### src/inc/ramon_pkg.sv
// package: shared constants and carrier types of the rail alert monitor
package ramon_pkg;
  // ==========================================
  // widths and counts
  localparam int NCH = 3;
  localparam int DW  = 13;
  localparam int AW  = 3;
  localparam int TCW = 3;
  // ==========================================
  // reset values of limits, bus LSB is 8 mV
  localparam logic signed [12:0] WARN_LIMIT_RST = 13'sh0fff;
  localparam logic [12:0] PV_UPPER_RST = 13'h04e2;
  localparam logic [12:0] PV_LOWER_RST = 13'h0465;
  localparam logic [12:0] SEQ_THRESH   = 13'h0096;
  localparam logic [2:0]  SEQ_CYCLES   = 3'h4;
  // ==========================================
  // timing figure of the sequence check window
  localparam real SEQ_WINDOW_MS = 28.6;
  // ==========================================
  // conversion result strobe from the sequencer
  typedef struct packed {
    logic              valid;
    logic              is_bus;
    logic [1:0]        chan;
    logic signed [12:0] value;
  } ramon_conv_t;
  // per-channel warning limits
  typedef struct packed {
    logic signed [12:0] lim2;
    logic signed [12:0] lim1;
    logic signed [12:0] lim0;
  } ramon_wlim_t;
endpackage : ramon_pkg

### src/design/ramon_avg.sv
// module: running average of one shunt channel
`timescale 1ns/1ps
module ramon_avg (
  // clock and reset
  input  wire logic               clk_sys,
  input  wire logic               rst_b,
  input  wire logic               soft_rst,
  // new sample
  input  wire logic               sample_valid,
  input  wire logic signed [12:0] sample,
  input  wire logic [2:0]         averaging_select,
  // averaged result
  output logic signed [12:0]      avg_r,
  output logic                    upd_r
);
  logic signed [13:0] diff;
  logic signed [13:0] step;
  // divide the difference by a power of two set by the select
  always_comb begin
    diff = 14'(sample) - 14'(avg_r);
    step = diff >>> averaging_select;
  end
  // output register refreshed on every conversion of the channel
  always_ff @(posedge clk_sys or negedge rst_b) begin
    if (!rst_b) begin
      avg_r <= 13'sh0000;
      upd_r <= 1'b0;
    end else if (soft_rst) begin
      avg_r <= 13'sh0000;
      upd_r <= 1'b0;
    end else begin
      upd_r <= sample_valid;
      if (sample_valid) begin
        avg_r <= 13'(14'(avg_r) + step);
      end
    end
  end
endmodule : ramon_avg

### src/design/ramon_pvfsm.sv
// module: power-valid hysteresis state machine
`timescale 1ns/1ps
module ramon_pvfsm (
  // clock and reset
  input  wire logic        clk_sys,
  input  wire logic        rst_b,
  input  wire logic        soft_rst,
  // evaluation strobe and comparisons
  input  wire logic        eval,
  input  wire logic        all_above_upper,
  input  wire logic        any_below_lower,
  // state
  output logic             pv_r
);
  typedef enum logic [1:0] {PV_WAIT, PV_GOOD, PV_HOLD} ramon_pv_t;
  ramon_pv_t st_r;
  // hold the level across a soft reset until the next evaluation
  always_ff @(posedge clk_sys or negedge rst_b) begin
    if (!rst_b) begin
      st_r <= PV_WAIT;
      pv_r <= 1'b0;
    end else if (soft_rst) begin
      st_r <= PV_HOLD;
    end else if (eval) begin
      case (st_r)
        PV_WAIT, PV_HOLD: begin
          if (all_above_upper) begin
            st_r <= PV_GOOD;
            pv_r <= 1'b1;
          end else if (st_r == PV_HOLD) begin
            st_r <= PV_WAIT;
            pv_r <= 1'b0;
          end
        end
        PV_GOOD: begin
          if (any_below_lower) begin
            st_r <= PV_WAIT;
            pv_r <= 1'b0;
          end
        end
        default: begin
          st_r <= PV_WAIT;
          pv_r <= 1'b0;
        end
      endcase
    end
  end
endmodule : ramon_pvfsm

### src/design/ramon_top.sv
// module: warning, power-valid and sequence-check alert logic
// Contract
// - averaged shunt above limit means warning
// - average refreshed per conversion, depth selectable
// - limits reset to full scale, writable anytime
// - warning pin low, channel flag set
// - power-valid watch starts at reset, upper 10V
// - power-valid low at reset, high all above
// - while valid, any below lower drops it
// - evaluate only after all three bus results
// - bus result held until reconverted
// - channel one bus compared to 1.2V
// - channel two late by four cycles fails
// - window about 28.6 ms at defaults
// - check runs only after reset events
// - config write before done disables check
// - outputs open drain, pull low only
// - soft reset restores limits, holds pv level
`timescale 1ns/1ps
module ramon_top (
  // clock and reset
  input  wire logic                 clk_sys,
  input  wire logic                 rst_b,
  // configuration
  input  wire logic                 soft_rst,
  input  wire logic                 cfg_write,
  input  wire logic [2:0]           averaging_select,
  // warning limit write
  input  wire logic                 wlim_we,
  input  wire logic [1:0]           wlim_chan,
  input  wire logic signed [12:0]   wlim_data,
  // power-valid limit writes
  input  wire logic                 pvu_we,
  input  wire logic                 pvl_we,
  input  wire logic [12:0]          pv_lim_data,
  // conversion results
  input  ramon_pkg::ramon_conv_t    conv,
  // status readback
  output logic [2:0]                warning_flags,
  output logic signed [12:0]        shunt_avg [3],
  output logic [12:0]               bus_val [3],
  output logic [12:0]               pv_upper_r,
  output logic [12:0]               pv_lower_r,
  output logic                      seq_done_r,
  // open drain pins, oe low means driving low
  output logic                      warn_o,
  output logic                      warn_oe_b,
  output logic                      power_valid_output_o,
  output logic                      power_valid_output_oe_b,
  output logic                      sequence_check_output_o,
  output logic                      sequence_check_output_oe_b
);
  // ==========================================
  // shunt averaging and warning compare
  ramon_pkg::ramon_wlim_t wlim_r;
  logic signed [12:0] lim [3];
  logic [2:0] upd;
  logic [2:0] warn_r;
  assign lim[0] = wlim_r.lim0;
  assign lim[1] = wlim_r.lim1;
  assign lim[2] = wlim_r.lim2;

  genvar g;
  generate
    for (g = 0; g < ramon_pkg::NCH; g++) begin : g_ch
      logic avalid;
      assign avalid = conv.valid && !conv.is_bus && (conv.chan == 2'(g));
      ramon_avg u_avg (
        .clk_sys          (clk_sys),
        .rst_b            (rst_b),
        .soft_rst         (soft_rst),
        .sample_valid     (avalid),
        .sample           (conv.value),
        .averaging_select (averaging_select),
        .avg_r            (shunt_avg[g]),
        .upd_r            (upd[g])
      );
      // compare on each average refresh
      always_ff @(posedge clk_sys or negedge rst_b) begin
        if (!rst_b) begin
          warn_r[g] <= 1'b0;
        end else if (soft_rst) begin
          warn_r[g] <= 1'b0;
        end else if (upd[g]) begin
          warn_r[g] <= shunt_avg[g] > lim[g];
        end
      end
    end
  endgenerate

  // warning limit registers
  always_ff @(posedge clk_sys or negedge rst_b) begin
    if (!rst_b) begin
      wlim_r <= {3{ramon_pkg::WARN_LIMIT_RST}};
    end else if (soft_rst) begin
      wlim_r <= {3{ramon_pkg::WARN_LIMIT_RST}};
    end else if (wlim_we) begin
      case (wlim_chan)
        2'h0:    wlim_r.lim0 <= wlim_data;
        2'h1:    wlim_r.lim1 <= wlim_data;
        2'h2:    wlim_r.lim2 <= wlim_data;
        default: wlim_r <= wlim_r;
      endcase
    end
  end
  assign warning_flags = warn_r;

  // ==========================================
  // bus result capture and power-valid limits
  logic [2:0] bus_seen_r;
  logic       pv_eval_r;
  always_ff @(posedge clk_sys or negedge rst_b) begin
    if (!rst_b) begin
      bus_val[0] <= 13'h0000;
      bus_val[1] <= 13'h0000;
      bus_val[2] <= 13'h0000;
    end else if (conv.valid && conv.is_bus && conv.chan < 2'h3) begin
      bus_val[conv.chan] <= conv.value;
    end
  end

  // all three bus results needed before an evaluation
  always_ff @(posedge clk_sys or negedge rst_b) begin
    if (!rst_b) begin
      bus_seen_r <= 3'h0;
      pv_eval_r  <= 1'b0;
    end else if (soft_rst) begin
      bus_seen_r <= 3'h0;
      pv_eval_r  <= 1'b0;
    end else begin
      pv_eval_r <= 1'b0;
      if (conv.valid && conv.is_bus && conv.chan == 2'h2 && (&bus_seen_r[1:0])) begin
        pv_eval_r  <= 1'b1;
        bus_seen_r <= 3'h0;
      end else if (conv.valid && conv.is_bus && conv.chan < 2'h3) begin
        bus_seen_r[conv.chan] <= 1'b1;
      end
    end
  end

  // limit registers reset also by soft reset
  always_ff @(posedge clk_sys or negedge rst_b) begin
    if (!rst_b) begin
      pv_upper_r <= ramon_pkg::PV_UPPER_RST;
      pv_lower_r <= ramon_pkg::PV_LOWER_RST;
    end else if (soft_rst) begin
      pv_upper_r <= ramon_pkg::PV_UPPER_RST;
      pv_lower_r <= ramon_pkg::PV_LOWER_RST;
    end else begin
      if (pvu_we) begin
        pv_upper_r <= pv_lim_data;
      end
      if (pvl_we) begin
        pv_lower_r <= pv_lim_data;
      end
    end
  end

  logic all_up;
  logic any_low;
  logic pv_r;
  assign all_up  = (bus_val[0] >= pv_upper_r) && (bus_val[1] >= pv_upper_r)
                   && (bus_val[2] >= pv_upper_r);
  assign any_low = (bus_val[0] < pv_lower_r) || (bus_val[1] < pv_lower_r)
                   || (bus_val[2] < pv_lower_r);

  ramon_pvfsm u_pv (
    .clk_sys         (clk_sys),
    .rst_b           (rst_b),
    .soft_rst        (soft_rst),
    .eval            (pv_eval_r),
    .all_above_upper (all_up),
    .any_below_lower (any_low),
    .pv_r            (pv_r)
  );

  // ==========================================
  // sequence check of rail two after rail one
  typedef enum logic [1:0] {SQ_CH1, SQ_CH2, SQ_PASS, SQ_FAIL} ramon_sq_t;
  ramon_sq_t sq_r;
  logic [2:0] cyc_r;
  logic       sq_off_r;
  logic       b1, b2;
  assign b1 = conv.valid && conv.is_bus && conv.chan == 2'h0;
  assign b2 = conv.valid && conv.is_bus && conv.chan == 2'h1;

  always_ff @(posedge clk_sys or negedge rst_b) begin
    if (!rst_b) begin
      sq_r     <= SQ_CH1;
      cyc_r    <= 3'h0;
      sq_off_r <= 1'b0;
    end else if (soft_rst) begin
      sq_r     <= SQ_CH1;
      cyc_r    <= 3'h0;
      sq_off_r <= 1'b0;
    end else if (cfg_write && (sq_r == SQ_CH1 || sq_r == SQ_CH2)) begin
      sq_off_r <= 1'b1;
      sq_r     <= SQ_PASS;
    end else begin
      case (sq_r)
        SQ_CH1: begin
          if (b1 && conv.value >= ramon_pkg::SEQ_THRESH) begin
            sq_r <= SQ_CH2;
          end
        end
        SQ_CH2: begin
          if (b2 && conv.value >= ramon_pkg::SEQ_THRESH) begin
            sq_r <= SQ_PASS;
          end else if (b2) begin
            // cycles counted on each rail two conversion, about 28.6 ms
            if (cyc_r == ramon_pkg::SEQ_CYCLES - 3'h1) begin
              sq_r <= SQ_FAIL;
            end
            cyc_r <= cyc_r + 3'h1;
          end
        end
        SQ_PASS: sq_r <= SQ_PASS;
        SQ_FAIL: sq_r <= SQ_FAIL;
        default: sq_r <= SQ_CH1;
      endcase
    end
  end
  assign seq_done_r = (sq_r == SQ_PASS) || (sq_r == SQ_FAIL) || sq_off_r;

  // ==========================================
  // open drain drive, output value always low
  always_comb begin
    warn_o                     = 1'b0;
    power_valid_output_o       = 1'b0;
    sequence_check_output_o    = 1'b0;
    warn_oe_b                  = !(|warn_r);
    power_valid_output_oe_b    = pv_r;
    sequence_check_output_oe_b = !(sq_r == SQ_FAIL);
  end
endmodule : ramon_top

### config.mk
export PLATFORM = sky130hd
export DESIGN_NAME = ramon_top
export DESIGN_NICKNAME = d
export VERILOG_FILES = /design/src/inc/ramon_pkg.sv /design/src/design/ramon_avg.sv /design/src/design/ramon_pvfsm.sv /design/src/design/ramon_top.sv
export SDC_FILE = /design/constraint.sdc
export NUM_CORES = 1
export LEC_CHECK = 0
export BUFFER_PORTS_ARGS = -buffer_cell sky130_fd_sc_hd__buf_4
export CAP_MARGIN = 30
export CORE_ASPECT_RATIO = 0.7
export CORE_MARGIN = 4
export CORE_UTILIZATION = 45
export CTS_CLUSTER_DIAMETER = 80
export CTS_CLUSTER_SIZE = 30
export DETAILED_ROUTE_END_ITERATION = 6
export HOLD_SLACK_MARGIN = 0.03
export REMOVE_ABC_BUFFERS = 1
export SLEW_MARGIN = 20
export SYNTH_ARGS = -nofsm -noshare
export SYNTH_HDL_FRONTEND = slang
export SYNTH_SLANG_ARGS = --single-unit
### constraint.sdc
create_clock -name clk_sys -period 6.71 [get_ports clk_sys]
set_input_delay 1.0065 -clock clk_sys [delete_from_list [all_inputs] [get_ports clk_sys]]
set_output_delay 1.0065 -clock clk_sys [all_outputs]
set_load 0.005 [all_outputs]
After elaboration in Yosys (flattened, before gate mapping)
Index checks and enable logic that the tools add are counted.
{"block": "totals", "register_bits": 162, "inputBits": 55, "output_inout_bits": 114, "elab_cells": 185}
{"block": "op_classes", "n_addsub": 7, "n_lt_le_gt_ge": 15, "n_eq_ne": 19, "shifts": 3, "muxes": 58, "bitwise_logic": 3, "n_reduce_logical": 56}
{"cell": "two-way mux 13 bit", "count": 14}
{"cell": "two-way mux 39 bit", "count": 2}
{"cell": ">>> shifter 14 x 3 -> 13 bit", "count": 3}
{"cell": "subtractor 13 x 13 -> 14 bit", "count": 3}
{"cell": "adder 13 bit", "count": 3}
{"cell": "bitwise mux 39 bit", "count": 1}
{"cell": ">= comparator 13 bit", "count": 3}
{"cell": "> comparator 13 bit", "count": 3}
{"cell": "< comparator 13 bit", "count": 3}
{"cell": "nonzero test 2 bit", "count": 16}
{"cell": "demux 13 bit (select 2 bit)", "count": 1}
{"cell": "two-way mux 3 bit", "count": 8}
{"cell": "two-way mux 2 bit", "count": 11}
{"cell": "logical AND 1 bit", "count": 17}
{"cell": "two-way mux 1 bit", "count": 17}
{"cell": ">= comparator 13 x 8 -> 1 bit, second input constant", "count": 1}
{"cell": "== test 2 bit, second input constant", "count": 5}
{"cell": "== test 2 x 1 -> 1 bit, second input constant", "count": 4}
{"cell": "logical NOT 2 bit", "count": 4}
{"cell": "case mux 2 bit (4 select lines)", "count": 1}
{"cell": "AND reduction 2 bit", "count": 4}
{"cell": "AND reduction 4 bit", "count": 2}
{"cell": "inequality test 2 bit, second input constant", "count": 3}
{"cell": "AND reduction 3 bit", "count": 2}
{"cell": "24 further kinds", "count": 30}

Longest topological paths before layout
Gate-level depths: netlist (run 1).
{"block": "logic_depth", "depth_word": 8, "depth_mapped": 21, "mapped_depth_nobuf": 21}

Cells and area by module
Synthesis (run 1) repeated with hierarchy kept, for this count alone.
{"block": "unflattened", "cells_unflattened": 1558, "area_unflattened_um2": 14262.4}
{"module": "ramon_top", "n_inst": 1, "cells_each": 733, "area_each_um2": 7338.3, "seq_area_each_um2": 2960.3}
{"module": "ramon_avg (g_ch[2].u_avg)", "n_inst": 1, "cells_each": 271, "area_each_um2": 2278.4, "seq_area_each_um2": 350.3}
{"module": "ramon_avg (g_ch[1].u_avg)", "n_inst": 1, "cells_each": 267, "area_each_um2": 2257.2, "seq_area_each_um2": 350.3}
{"module": "ramon_avg (g_ch[0].u_avg)", "n_inst": 1, "cells_each": 273, "area_each_um2": 2253.4, "seq_area_each_um2": 350.3}
{"module": "ramon_pvfsm", "n_inst": 1, "cells_each": 14, "area_each_um2": 135.1, "seq_area_each_um2": 75.1}

Worst setup path after synthesis (run 1)
No wires, ideal clock.
{"block": "synth_timing", "kind": "in2reg", "startpoint": "input conv[0] in the netlist's numbering", "endpoint": "register g_ch[2].u_avg.avg_r[12]", "setup_ns": 0.128, "arrival_ns": 5.436, "required_time_ns": 6.582, "slack_ns": 1.147, "stages": 19, "path_buffers": 0, "cell_sequence": "inv_1 > ha_1 > fa_1 > nor2b_1 > o2111ai_1 > a31oi_1 > o21ai_0 > xor2_1 > mux2i_1 > mux4_2 > ha_1 > and2_1 > a221o_1 > o311a_1 > o31a_1 > o21a_1 > or3_1 > mux2i_1 > mux2_1"}
{"block": "synth_via", "elab_chain_cells": 5}
{"element": "from (decl)", "line_no": "ramon_top.sv:37", "rtl": "input ramon_pkg::ramon_conv_t conv,"}
{"element": "subtractor 13 x 13 -> 14 bit", "line_no": "ramon_avg.sv:20", "rtl": "diff = 14'(sample) - 14'(avg_r);"}
{"element": ">>> shifter 14 x 3 -> 13 bit", "line_no": "ramon_avg.sv:21", "rtl": "step = diff >>> averaging_select;"}
{"element": "adder 13 bit", "line_no": "ramon_avg.sv:34", "rtl": "avg_r <= 13'(14'(avg_r) + step);"}
{"element": "two-way mux 13 bit", "line_no": "ramon_avg.sv:33", "rtl": "if (sample_valid) begin"}
{"element": "two-way mux 13 bit", "line_no": "ramon_avg.sv:28", "rtl": "end else if (soft_rst) begin"}
{"element": "to (signal assigned)", "line_no": "ramon_avg.sv:34"}
{"element": "to (decl)", "line_no": "ramon_avg.sv:13", "rtl": "output logic signed [12:0] avg_r,"}
No other way between the ends. The select of a mux whose other input is x is not followed.
A chain may end at the register's enable or synchronous reset.

Worst setup path in the final report (run 1)
Same ends and word-level chain as after synthesis.

==> impl_results.rst, run 1 <==
.. list-table::
   :header-rows: 1

   * - Metric
     - Value
   * - First-pass GRT wire length
     - 67.6 mm
   * - Number of cells produced by synthesis
     - 1568
   * - Average cell area after synthesis
     - 8.94 µm²
   * - Leakage power
     - 7.85 nW
   * - Vias per inst
     - 5.73
   * - Post-layout nets
     - 1967
   * - Tcrit/Tclk final
     - 85.1%
   * - R2R Setup Slk
     - 1200 ps
   * - Top Family by Delay on Critical Path
     - compound AO/OA/AOI/OAI gates
   * - Number of placement rows
     - 53
   * - Capture instance of the worst register-to-register path
     - g_ch[1].u_avg.avg_r[12]
   * - Post-synthesis async set-or-reset flop share
     - 100%
   * - Worst Tran Pin Value
     - 1070 ps
   * - Antenna Violating Nets Remaining
     - 0
   * - Port buffer count
     - 165
   * - Maximum clock frequency
     - 175 MHz
   * - Setup Buffers After CTS
     - 0
   * - Quantity of gates resized following cts
     - 0
   * - Status
     - finished, final reports clean
   * - Hold buffer count at CTS
     - 0
   * - End point of the worst hold path
     - sq_off_r
   * - Sum of buffers and inverters on the critical path
     - 2
   * - Ratio of cells with drive above 1 in the final layout
     - 19.4%
   * - Final critical delay including setup and external delays
     - 5710 ps
   * - Clock latency reported for the late side of the worst-skew pair
     - 450 ps
   * - Total of flip-flops plus latches after synthesis
     - 161
   * - Kind of start point of the critical path
     - input pin
   * - Most frequent cells after synthesis
     - sky130_fd_sc_hd__ha_1 (197), sky130_fd_sc_hd__nand2_1 (186), sky130_fd_sc_hd__inv_1 (136)
   * - Overflow left after global routing
     - 0
   * - Pwr Density
     - 209 nW/µm²
   * - Delay of the slowest cell on the worst path
     - 470 ps
   * - CP Data Arrival Time
     - 6040 ps
   * - Top area cells in the synthesized netlist
     - sky130_fd_sc_hd__dfrtp_1 (21%), sky130_fd_sc_hd__ha_1 (18%), sky130_fd_sc_hd__dfstp_2 (8.6%), sky130_fd_sc_hd__nand2_1 (5.0%), sky130_fd_sc_hd__mux2i_1 (4.5%)
   * - Sequential element share of the synthesized area
     - 29.1%
   * - Number of global-route vias before repair
     - 11500
   * - Clock transition at path regs
     - 70 ps
   * - Critical path capture point type
     - flop
   * - CTS Sinks
     - 161
   * - Top FF cell, synth
     - sky130_fd_sc_hd__dfrtp_1
   * - Min-Delay Path Class
     - flop to flop
   * - Vertical die dimension
     - 156 µm
   * - Classification of the worst setup path
     - input pin to flop
   * - Iteration-0 DRC Markers
     - 1110
   * - TritonCTS buffer count
     - 17
   * - Cell type with the largest total area after synthesis
     - sky130_fd_sc_hd__dfrtp_1
   * - Fin cells
     - 2134
   * - Most repeated cell in the gate-level netlist after synthesis
     - sky130_fd_sc_hd__ha_1
   * - CTS Root Buffer Type
     - sky130_fd_sc_hd__clkbuf_16
   * - Max Slew Vio Count
     - 0
   * - Count of unresolved DRC violations after routing
     - 0
   * - Overall track demand over capacity in global routing
     - 25.6%
   * - Final Power
     - 0.00340 W
   * - TNS Setup
     - 0 ps
   * - Share of the synthesized area in the top cell type
     - 20.5%
   * - Count of boundary I/O pins
     - 169
   * - Maximum resistive drop on vdd
     - 0.000108 V
   * - H-tree depth reported by CTS
     - 4
   * - Number of enable-type register cells in the synthesized netlist
     - 0
   * - Cells on Worst Hold Path
     - 2
   * - Pin count of the biggest net entering global routing
     - 60
   * - Critical Path Fanout Max
     - 4
   * - Via total after detailed routing
     - 12200
   * - Number of cells traversed by the worst register-to-register path
     - 18
   * - Slew margin rel.
     - 27.8%
   * - Worst-case clock buffer depth
     - 2
   * - Launching point of the worst reg2reg path
     - g_ch[1].u_avg.avg_r[0]
   * - Cell variety after synth
     - 77
   * - Cells along the critical path
     - buf_4 > inv_1 > ha_1 > fa_1 > nor2b_1 > o2111ai_1 > a31oi_1 > o21ai_0 > xor2_1 > mux2i_1 > mux4_2 > ha_1 > and2_1 > a221o_1 > o311a_1 > o31a_1 > o21a_1 > or3_1 > mux2i_1 > mux2_1
   * - Hold Crit Start
     - sq_off_r
   * - Area enclosed by the die boundary
     - 34100 µm²
   * - Final setup violation count
     - 0
   * - Floorplan core area
     - 30400 µm²
   * - Inst Count DP
     - 2102
   * - HPWL after detailed placement
     - 33.8 mm
   * - Routability-driven placement congestion ratio
     - 0.926
   * - Final Skew
     - 8.43 ps
   * - Summed instance area of the synthesized netlist
     - 14000 µm²
   * - DRT Wirelength
     - 43.4 mm
   * - Antenna violations before repair
     - 0
   * - Worst hold slack after final layout
     - 497 ps
   * - Diode count
     - 0
   * - Layout fillers
     - 2853
   * - Max-cap violations
     - 0
   * - Cell type of the slowest stage on the worst timing path
     - sky130_fd_sc_hd__mux4_2
   * - X dimension of the die
     - 219 µm
   * - Clock tree from TritonCTS
     - done
   * - Yosys warning total
     - 0
   * - Endpoints failing hold
     - 0
   * - Number of detailed-routing iterations run before antenna repair
     - 5
   * - Required time at the endpoint of the critical path
     - 7040 ps
   * - Mean routed wirelength per cell
     - 20.3 µm
   * - Starting density of the core
     - 46.2%
   * - Layout overhead on the synthesized area
     - 16.0%
   * - Setup repair after global routing missed its margin
     - no
[sequential cells by signal (all words and copies together) (netlist names)]
name and flops:
cyc_r 3, u_pv.st_r 2, sq_r 2, sq_off_r 1, bus_seen_r 2, g_ch.u_avg.avg_r 39, warning_flags 3, pv_upper_r 13
u_pv.pv_r 1, g_ch.u_avg.upd_r 3, pv_eval_r 1, lim 39, pv_lower_r 13, bus_val 39
[worst max-delay path by stage]
stage                                          to  cells past startpoint  startpoint
final                     g_ch[2].u_avg.avg_r[12]                     20     conv[0]
after global routing      g_ch[2].u_avg.avg_r[12]                     20     conv[0]
after CTS                 g_ch[2].u_avg.avg_r[12]                     20     conv[0]
after detailed placement  g_ch[2].u_avg.avg_r[12]                     20     conv[0]
after global placement    g_ch[2].u_avg.avg_r[12]                     20     conv[0]
after floorplan           g_ch[2].u_avg.avg_r[12]                     19     conv[0]
[layout make-up]
| class | count | area (µm²) | area share [%] |
|---|---|---|---|
| Clock buffer | 20 | 447 | 2.75 |
| Inverter | 138 | 518 | 3.18 |
| Sequential cell | 161 | 4090 | 25.1 |
| Timing Repair Buffer | 176 | 1330 | 8.14 |
| Clock inverter | 12 | 160 | 0.984 |
| Tap cell | 412 | 515 | 3.17 |
| Multi-Input combinational cell | 1215 | 9220 | 56.7 |
[report_power, final]
group	leakage, nW	switching [W]	internal [W]	total (W)
registers	1.99	0.000110	0.00106	0.00117
clock network	0.282	0.000432	0.000596	0.00103
logic	5.57	0.000649	0.000553	0.00120
[layer usage]
| layer | wire length (µm) | GRT usage (%) |
|---|---|---|
| met4 | 468 | 4.42 |
| met1 | 21900 | 40.9 |
| met5 | 0 | 0 |
| met2 | 17400 | 35.1 |
| met3 | 3580 | 6.09 |
[cells by family after synthesis]
family	share of synthesized area [%]
mux	10.8
simple gates	15.2
other cells	0.0267
fa+ha+maj	18.4
xor+xnor	3.31
compound gates	17.8
buf+inv	5.29
flops	29.1
[worst min-delay path: cells and delay by family, from the launching register on]
family	cells	cell delay, ps
flops	1	340
simple gates	1	80
compound gates	1	40
[cells in the final DEF (no fill, tap or decap), drive strengths merged, types with 5 or more instances in the layout]
cell type and instances:
ha 197, nand2 186, buf 176, inv 137
dfrtp 115, nor2 101, a21oi 101, mux2i 63
o21ai 63, o211ai 49, dfstp 46, mux2 46
a21o 34, xnor2 32, nor2b 32, nor3 28
o21a 27, xor2 21, nand3 21, clkbuf 20
nand4 17, mux4 16, nand2b 15, a211oi 15
or3 11, o31ai 11, and2 9, a31oi 9
o31a 8, nor4 7, nor3b 7, o221ai 7
o21bai 6, and3 6, fa 6, clkinv 6
or2 5
[per-stage QoR]
stage | setup slack, ps | cell area (µm²) | util, %
after floorplan | 1150 | 13800 | -
after global placement | 665 | 15700 | 51.6
after detailed placement | 567 | 15700 | 51.6
after CTS | 1040 | 16300 | 53.6
after global routing | 637 | 16300 | 53.6
final | 1000 | 16300 | 53.6
Note: power is estimated with default switching activity, not from simulation.
==> run 2, diff against run 1 <==
--- a/config.mk
+++ b/config.mk
@@ -5,12 +5,13 @@
 export SDC_FILE = /design/constraint.sdc
 export NUM_CORES = 1
 export LEC_CHECK = 0
+export ABC_AREA = 1
 export BUFFER_PORTS_ARGS = -buffer_cell sky130_fd_sc_hd__buf_4
 export CAP_MARGIN = 30
 export CORE_ASPECT_RATIO = 0.7
 export CORE_MARGIN = 4
 export CORE_UTILIZATION = 45
-export CTS_CLUSTER_DIAMETER = 80
+export CTS_CLUSTER_DIAMETER = 30
 export CTS_CLUSTER_SIZE = 30
 export DETAILED_ROUTE_END_ITERATION = 6
 export HOLD_SLACK_MARGIN = 0.03
==> constraint.sdc (replaced) <==
create_clock -name clk_sys -period 6.71 [get_ports clk_sys]
set_input_delay 1.0065 -clock clk_sys [delete_from_list [all_inputs] [get_ports clk_sys]]
set_output_delay 1.0065 -clock clk_sys [all_outputs]
set_load 0.01 [all_outputs]
==> run 2 against run 1 <==
Final area down 0.92%. Core utilization down 0.14 points. Synthesized cell count up 18%. Synthesized area shrank 1.3%. Setup slack better by 1500 ps. Sequential power about the same. Global-route usage is 0.076 points higher. Worst hold slack lost 51 ps. Via count up 5.2%. Register-to-register slack better by 1600 ps. First-iteration DRC count down 12%. Highest routed layer unchanged.
==> impl_results.rst, run 2 <==
.. list-table::
   :header-rows: 1

   * - Metric
     - Value
   * - Post-placement worst setup slack
     - 2030 ps (was 567 ps)
   * - CTS Sinks
     - 161 (unchanged)
   * - Quantity of gates resized following cts
     - 0 (unchanged)
   * - Final Power
     - 0.00349 W (was 0.00340 W)
   * - Final setup violation count
     - 0 (unchanged)
   * - TNS Setup
     - 0 ps (unchanged)
   * - Number of global-route vias before repair
     - 12000 (was 11500)
   * - Post-layout nets
     - 2260 (was 1967)
   * - Share of the synthesized area in the top cell type
     - 20.8% (was 20.5%)
   * - Total of flip-flops plus latches after synthesis
     - 161 (unchanged)
   * - Floorplan core area
     - 30200 µm² (was 30400 µm²)
   * - Vertical die dimension
     - 155 µm (was 156 µm)
   * - Average cell area after synthesis
     - 7.45 µm² (was 8.94 µm²)
   * - Pin count of the biggest net entering global routing
     - 85 (was 60)
   * - Mean routed wirelength per cell
     - 17.7 µm (was 20.3 µm)
   * - Final Skew
     - 8.70 ps (was 8.43 ps)
   * - Vias per inst
     - 5.30 (was 5.73)
   * - Critical path capture point type
     - flop (unchanged)
   * - Iteration-0 DRC Markers
     - 977 (was 1110)
   * - Hold buffer count at CTS
     - 0 (unchanged)
   * - Area enclosed by the die boundary
     - 33700 µm² (was 34100 µm²)
   * - Leading cell types in the layout, fill and taps excluded
     - sky130_fd_sc_hd__nand2_1 (440), sky130_fd_sc_hd__inv_1 (234), sky130_fd_sc_hd__ha_1 (197), sky130_fd_sc_hd__o21ai_0 (182), sky130_fd_sc_hd__buf_4 (168) (was sky130_fd_sc_hd__ha_1 (197), sky130_fd_sc_hd__nand2_1 (186), sky130_fd_sc_hd__buf_4 (175), sky130_fd_sc_hd__inv_1 (136), sky130_fd_sc_hd__dfrtp_1 (115))
   * - Port buffer count
     - 165 (unchanged)
   * - Diode count
     - 0 (unchanged)
   * - Starting density of the core
     - 45.9% (was 46.2%)
   * - Layout fillers
     - 2985 (was 2853)
   * - Portion of total power attributed to the clock network
     - 31.4% (was 30.2%)
   * - Ratio of cells with drive above 1 in the final layout
     - 15.6% (was 19.4%)
   * - Via total after detailed routing
     - 12900 (was 12200)
   * - Slew margin rel.
     - 41.0% (was 27.8%)
   * - Count of boundary I/O pins
     - 169 (unchanged)
   * - Most repeated cell in the gate-level netlist after synthesis
     - sky130_fd_sc_hd__nand2_1 (was sky130_fd_sc_hd__ha_1)
   * - Antenna Violating Nets Remaining
     - 0 (unchanged)
   * - Setup repair after global routing missed its margin
     - no (unchanged)
   * - Cell type with the largest total area after synthesis
     - sky130_fd_sc_hd__dfrtp_1 (unchanged)
   * - Classification of the worst setup path
     - input pin to flop (unchanged)
   * - Top FF cell, synth
     - sky130_fd_sc_hd__dfrtp_1 (unchanged)
   * - Setup Buffers After CTS
     - 0 (unchanged)
   * - Least setup slack across all paths after layout
     - 2490 ps (was 1000 ps)
   * - Overall track demand over capacity in global routing
     - 25.7% (was 25.6%)
   * - Max Slew Vio Count
     - 0 (unchanged)
   * - Antenna violations before repair
     - 0 (unchanged)
   * - H-tree depth reported by CTS
     - 4 (unchanged)
   * - Final critical delay including setup and external delays
     - 4220 ps (was 5710 ps)
   * - Worst-case clock buffer depth
     - 2 (unchanged)
   * - Tcrit/Tclk final
     - 62.9% (was 85.1%)
   * - Internal Pwr Total
     - 0.00222 W (was 0.00221 W)
   * - Critical Path Fanout Max
     - 5 (was 4)
   * - Min-Delay Path Class
     - flop to flop (unchanged)
   * - Required time at the endpoint of the critical path
     - 7030 ps (was 7040 ps)
   * - Maximum resistive drop on vdd
     - 0.000159 V (was 0.000108 V)
   * - Number of enable-type register cells in the synthesized netlist
     - 0 (unchanged)
   * - Leakage power
     - 8.33 nW (was 7.85 nW)
   * - Count of unresolved DRC violations after routing
     - 0 (unchanged)
   * - Clock tree from TritonCTS
     - done (unchanged)
   * - HPWL after detailed placement
     - 34.9 mm (was 33.8 mm)
   * - X dimension of the die
     - 218 µm (was 219 µm)
   * - Utilization after layout
     - 53.4% (was 53.6%)
   * - Yosys warning total
     - 0 (unchanged)
   * - Routability-driven placement congestion ratio
     - 0.906 (was 0.926)
   * - Maximum clock frequency
     - 237 MHz (was 175 MHz)
   * - Share of total power consumed by net switching
     - 36.3% (was 35.0%)
   * - Number of cells produced by synthesis
     - 1858 (was 1568)
   * - Top area cells in the synthesized netlist
     - sky130_fd_sc_hd__dfrtp_1 (21%), sky130_fd_sc_hd__ha_1 (18%), sky130_fd_sc_hd__nand2_1 (12%), sky130_fd_sc_hd__dfstp_2 (8.7%), sky130_fd_sc_hd__o21ai_0 (6.6%) (was sky130_fd_sc_hd__dfrtp_1 (21%), sky130_fd_sc_hd__ha_1 (18%), sky130_fd_sc_hd__dfstp_2 (8.6%), sky130_fd_sc_hd__nand2_1 (5.0%), sky130_fd_sc_hd__mux2i_1 (4.5%))
   * - Status
     - finished, final reports clean (unchanged)
   * - DRT Wirelength
     - 42.9 mm (was 43.4 mm)
   * - Worst Tran Pin Value
     - 884 ps (was 1070 ps)
   * - Kind of start point of the critical path
     - input pin (unchanged)
   * - Number of placement rows
     - 53 (unchanged)
   * - CP Data Arrival Time
     - 4540 ps (was 6040 ps)
   * - Cell variety after synth
     - 52 (was 77)
   * - Endpoints failing hold
     - 0 (unchanged)
   * - First-pass GRT wire length
     - 67.8 mm (was 67.6 mm)
   * - Sequential element share of the synthesized area
     - 29.5% (was 29.1%)
   * - Most frequent cells after synthesis
     - sky130_fd_sc_hd__nand2_1 (440), sky130_fd_sc_hd__inv_1 (234), sky130_fd_sc_hd__ha_1 (197) (was sky130_fd_sc_hd__ha_1 (197), sky130_fd_sc_hd__nand2_1 (186), sky130_fd_sc_hd__inv_1 (136))
   * - TritonCTS buffer count
     - 17 (unchanged)
   * - Number of detailed-routing iterations run before antenna repair
     - 7 (was 5)
   * - Layout overhead on the synthesized area
     - 16.5% (was 16.0%)
   * - Power share of the combinational group
     - 34.6% (was 35.3%)
   * - Max-cap violations
     - 0 (unchanged)
   * - Net Sw Power
     - 0.00127 W (was 0.00119 W)
   * - Leading cell type in the layout, fill and taps excluded
     - sky130_fd_sc_hd__nand2_1 (was sky130_fd_sc_hd__ha_1)
   * - Summed instance area of the synthesized netlist
     - 13800 µm² (was 14000 µm²)
   * - Overflow left after global routing
     - 0 (unchanged)
   * - CTS Root Buffer Type
     - sky130_fd_sc_hd__clkbuf_16 (unchanged)
   * - Part of the total power dissipated in sequential elements
     - 33.9% (was 34.4%)
   * - Clock latency reported for the late side of the worst-skew pair
     - 450 ps (about the same)
   * - Clock transition at path regs
     - 70 ps (about the same)
   * - Post-synthesis async set-or-reset flop share
     - 100% (unchanged)
   * - Pwr Density
     - 217 nW/µm² (was 209 nW/µm²)
-- run 2: changes by cell type after synthesis, sizes merged, moves of 20 or more --
| cell | change |
|---|---|
| a21oi | +35 |
| inv | +101 |
| mux2 | -46 |
| o21ai | +162 |
| nand3 | +76 |
| a21o | -31 |
| nand2 | +261 |
| o21a | -24 |
| mux2i | -53 |
| o211ai | -21 |
| nor3 | -20 |
| o22ai | +21 |
| nor2b | -32 |
-- run 2: per-layer routing --
layer	vias to the layer above	global-route usage, %	share of wire (%)
li1	6567	-	-
met1	5969	40.5	53
met2	293	36.8	41
met3	30	5.07	5.2
met4	0	4.00	0.86
met5	-	0	0
-- run 2: cell families (layout without fill, tap and decap cells) --
group / Yosys count / after routing / share of synthesized area [%]
AOI/OAI and AO/OA: 452 / 452 / 18.3
xor gates and xnor gates: 48 / 48 / 3.04
adders and majority gates: 203 / 203 / 18.7
buffers and inverters: 289 / 444 / 8.01
DFF: 161 / 161 / 29.5
muxes: 10 / 10 / 0.723
other: 1 / 3 / 0.0271
and+or+nand+nor: 694 / 694 / 21.7
-- run 2: power groups by stage --
stage | registers, W | logic [W] | clock network, W
finish | 0.00119 | 0.00121 | 0.00110
floorplan | 0.00119 | 0.000758 | 0
global route | 0.00120 | 0.00138 | 0.00116
global placement | 0.00120 | 0.00117 | 0
CTS | 0.00119 | 0.00120 | 0.00111
detailed placement | 0.00120 | 0.00119 | 0
-- run 2: area by class of cell --
class | instances | area, µm² | area share [%]
Sequential cell | 161 | 4090 | 25.4
Inverter | 241 | 905 | 5.61
Clock buffer | 19 | 443 | 2.75
Multi-Input combinational cell | 1410 | 8650 | 53.7
Tap cell | 412 | 515 | 3.20
Clock inverter | 13 | 209 | 1.30
Timing Repair Buffer | 171 | 1310 | 8.13
-- run 2: final timing paths --
check                                        from                 endpoint  slack (ps)  cells past startpoint
hold / removal                g_ch[2].u_avg.upd_r         warning_flags[2]         450                      1
min in group asynchronous                   rst_b                  sq_r[0]         620                      1
setup / recovery                          conv[0]  g_ch[1].u_avg.avg_r[11]        2490                     18
setup reg to reg           g_ch[1].u_avg.avg_r[2]  g_ch[1].u_avg.avg_r[10]        2780                     21
hold reg to reg               g_ch[2].u_avg.upd_r         warning_flags[2]         450                      1
max in group asynchronous                   rst_b              bus_val[31]        4990                      2
-- run 2: critical path: stages --
cell and delay [ps]:
sky130_fd_sc_hd__buf_4 90, sky130_fd_sc_hd__inv_1 140, sky130_fd_sc_hd__ha_1 270, sky130_fd_sc_hd__fa_1 420, sky130_fd_sc_hd__o21ai_2 260, sky130_fd_sc_hd__a31oi_1 130
sky130_fd_sc_hd__xor2_1 170, sky130_fd_sc_hd__o21ai_0 220, sky130_fd_sc_hd__o21ai_0 140, sky130_fd_sc_hd__o21ai_0 330, sky130_fd_sc_hd__ha_1 300, sky130_fd_sc_hd__a31oi_1 310
sky130_fd_sc_hd__inv_1 100, sky130_fd_sc_hd__nand3_1 90, sky130_fd_sc_hd__o2111ai_1 110, sky130_fd_sc_hd__or2_2 290, sky130_fd_sc_hd__nand3_1 60, sky130_fd_sc_hd__o21ai_0 80
-- run 2: metrics by stage --
stage,instance area (µm²),hold WS [ps],instances
4_1_cts,16100,448,2426
2_1_floorplan,13600,416,1812
3_3_place_gp,15400,430,2392
5_1_grt,16100,464,2427
3_5_place_dp,15400,438,2394
6_report,16100,446,2427
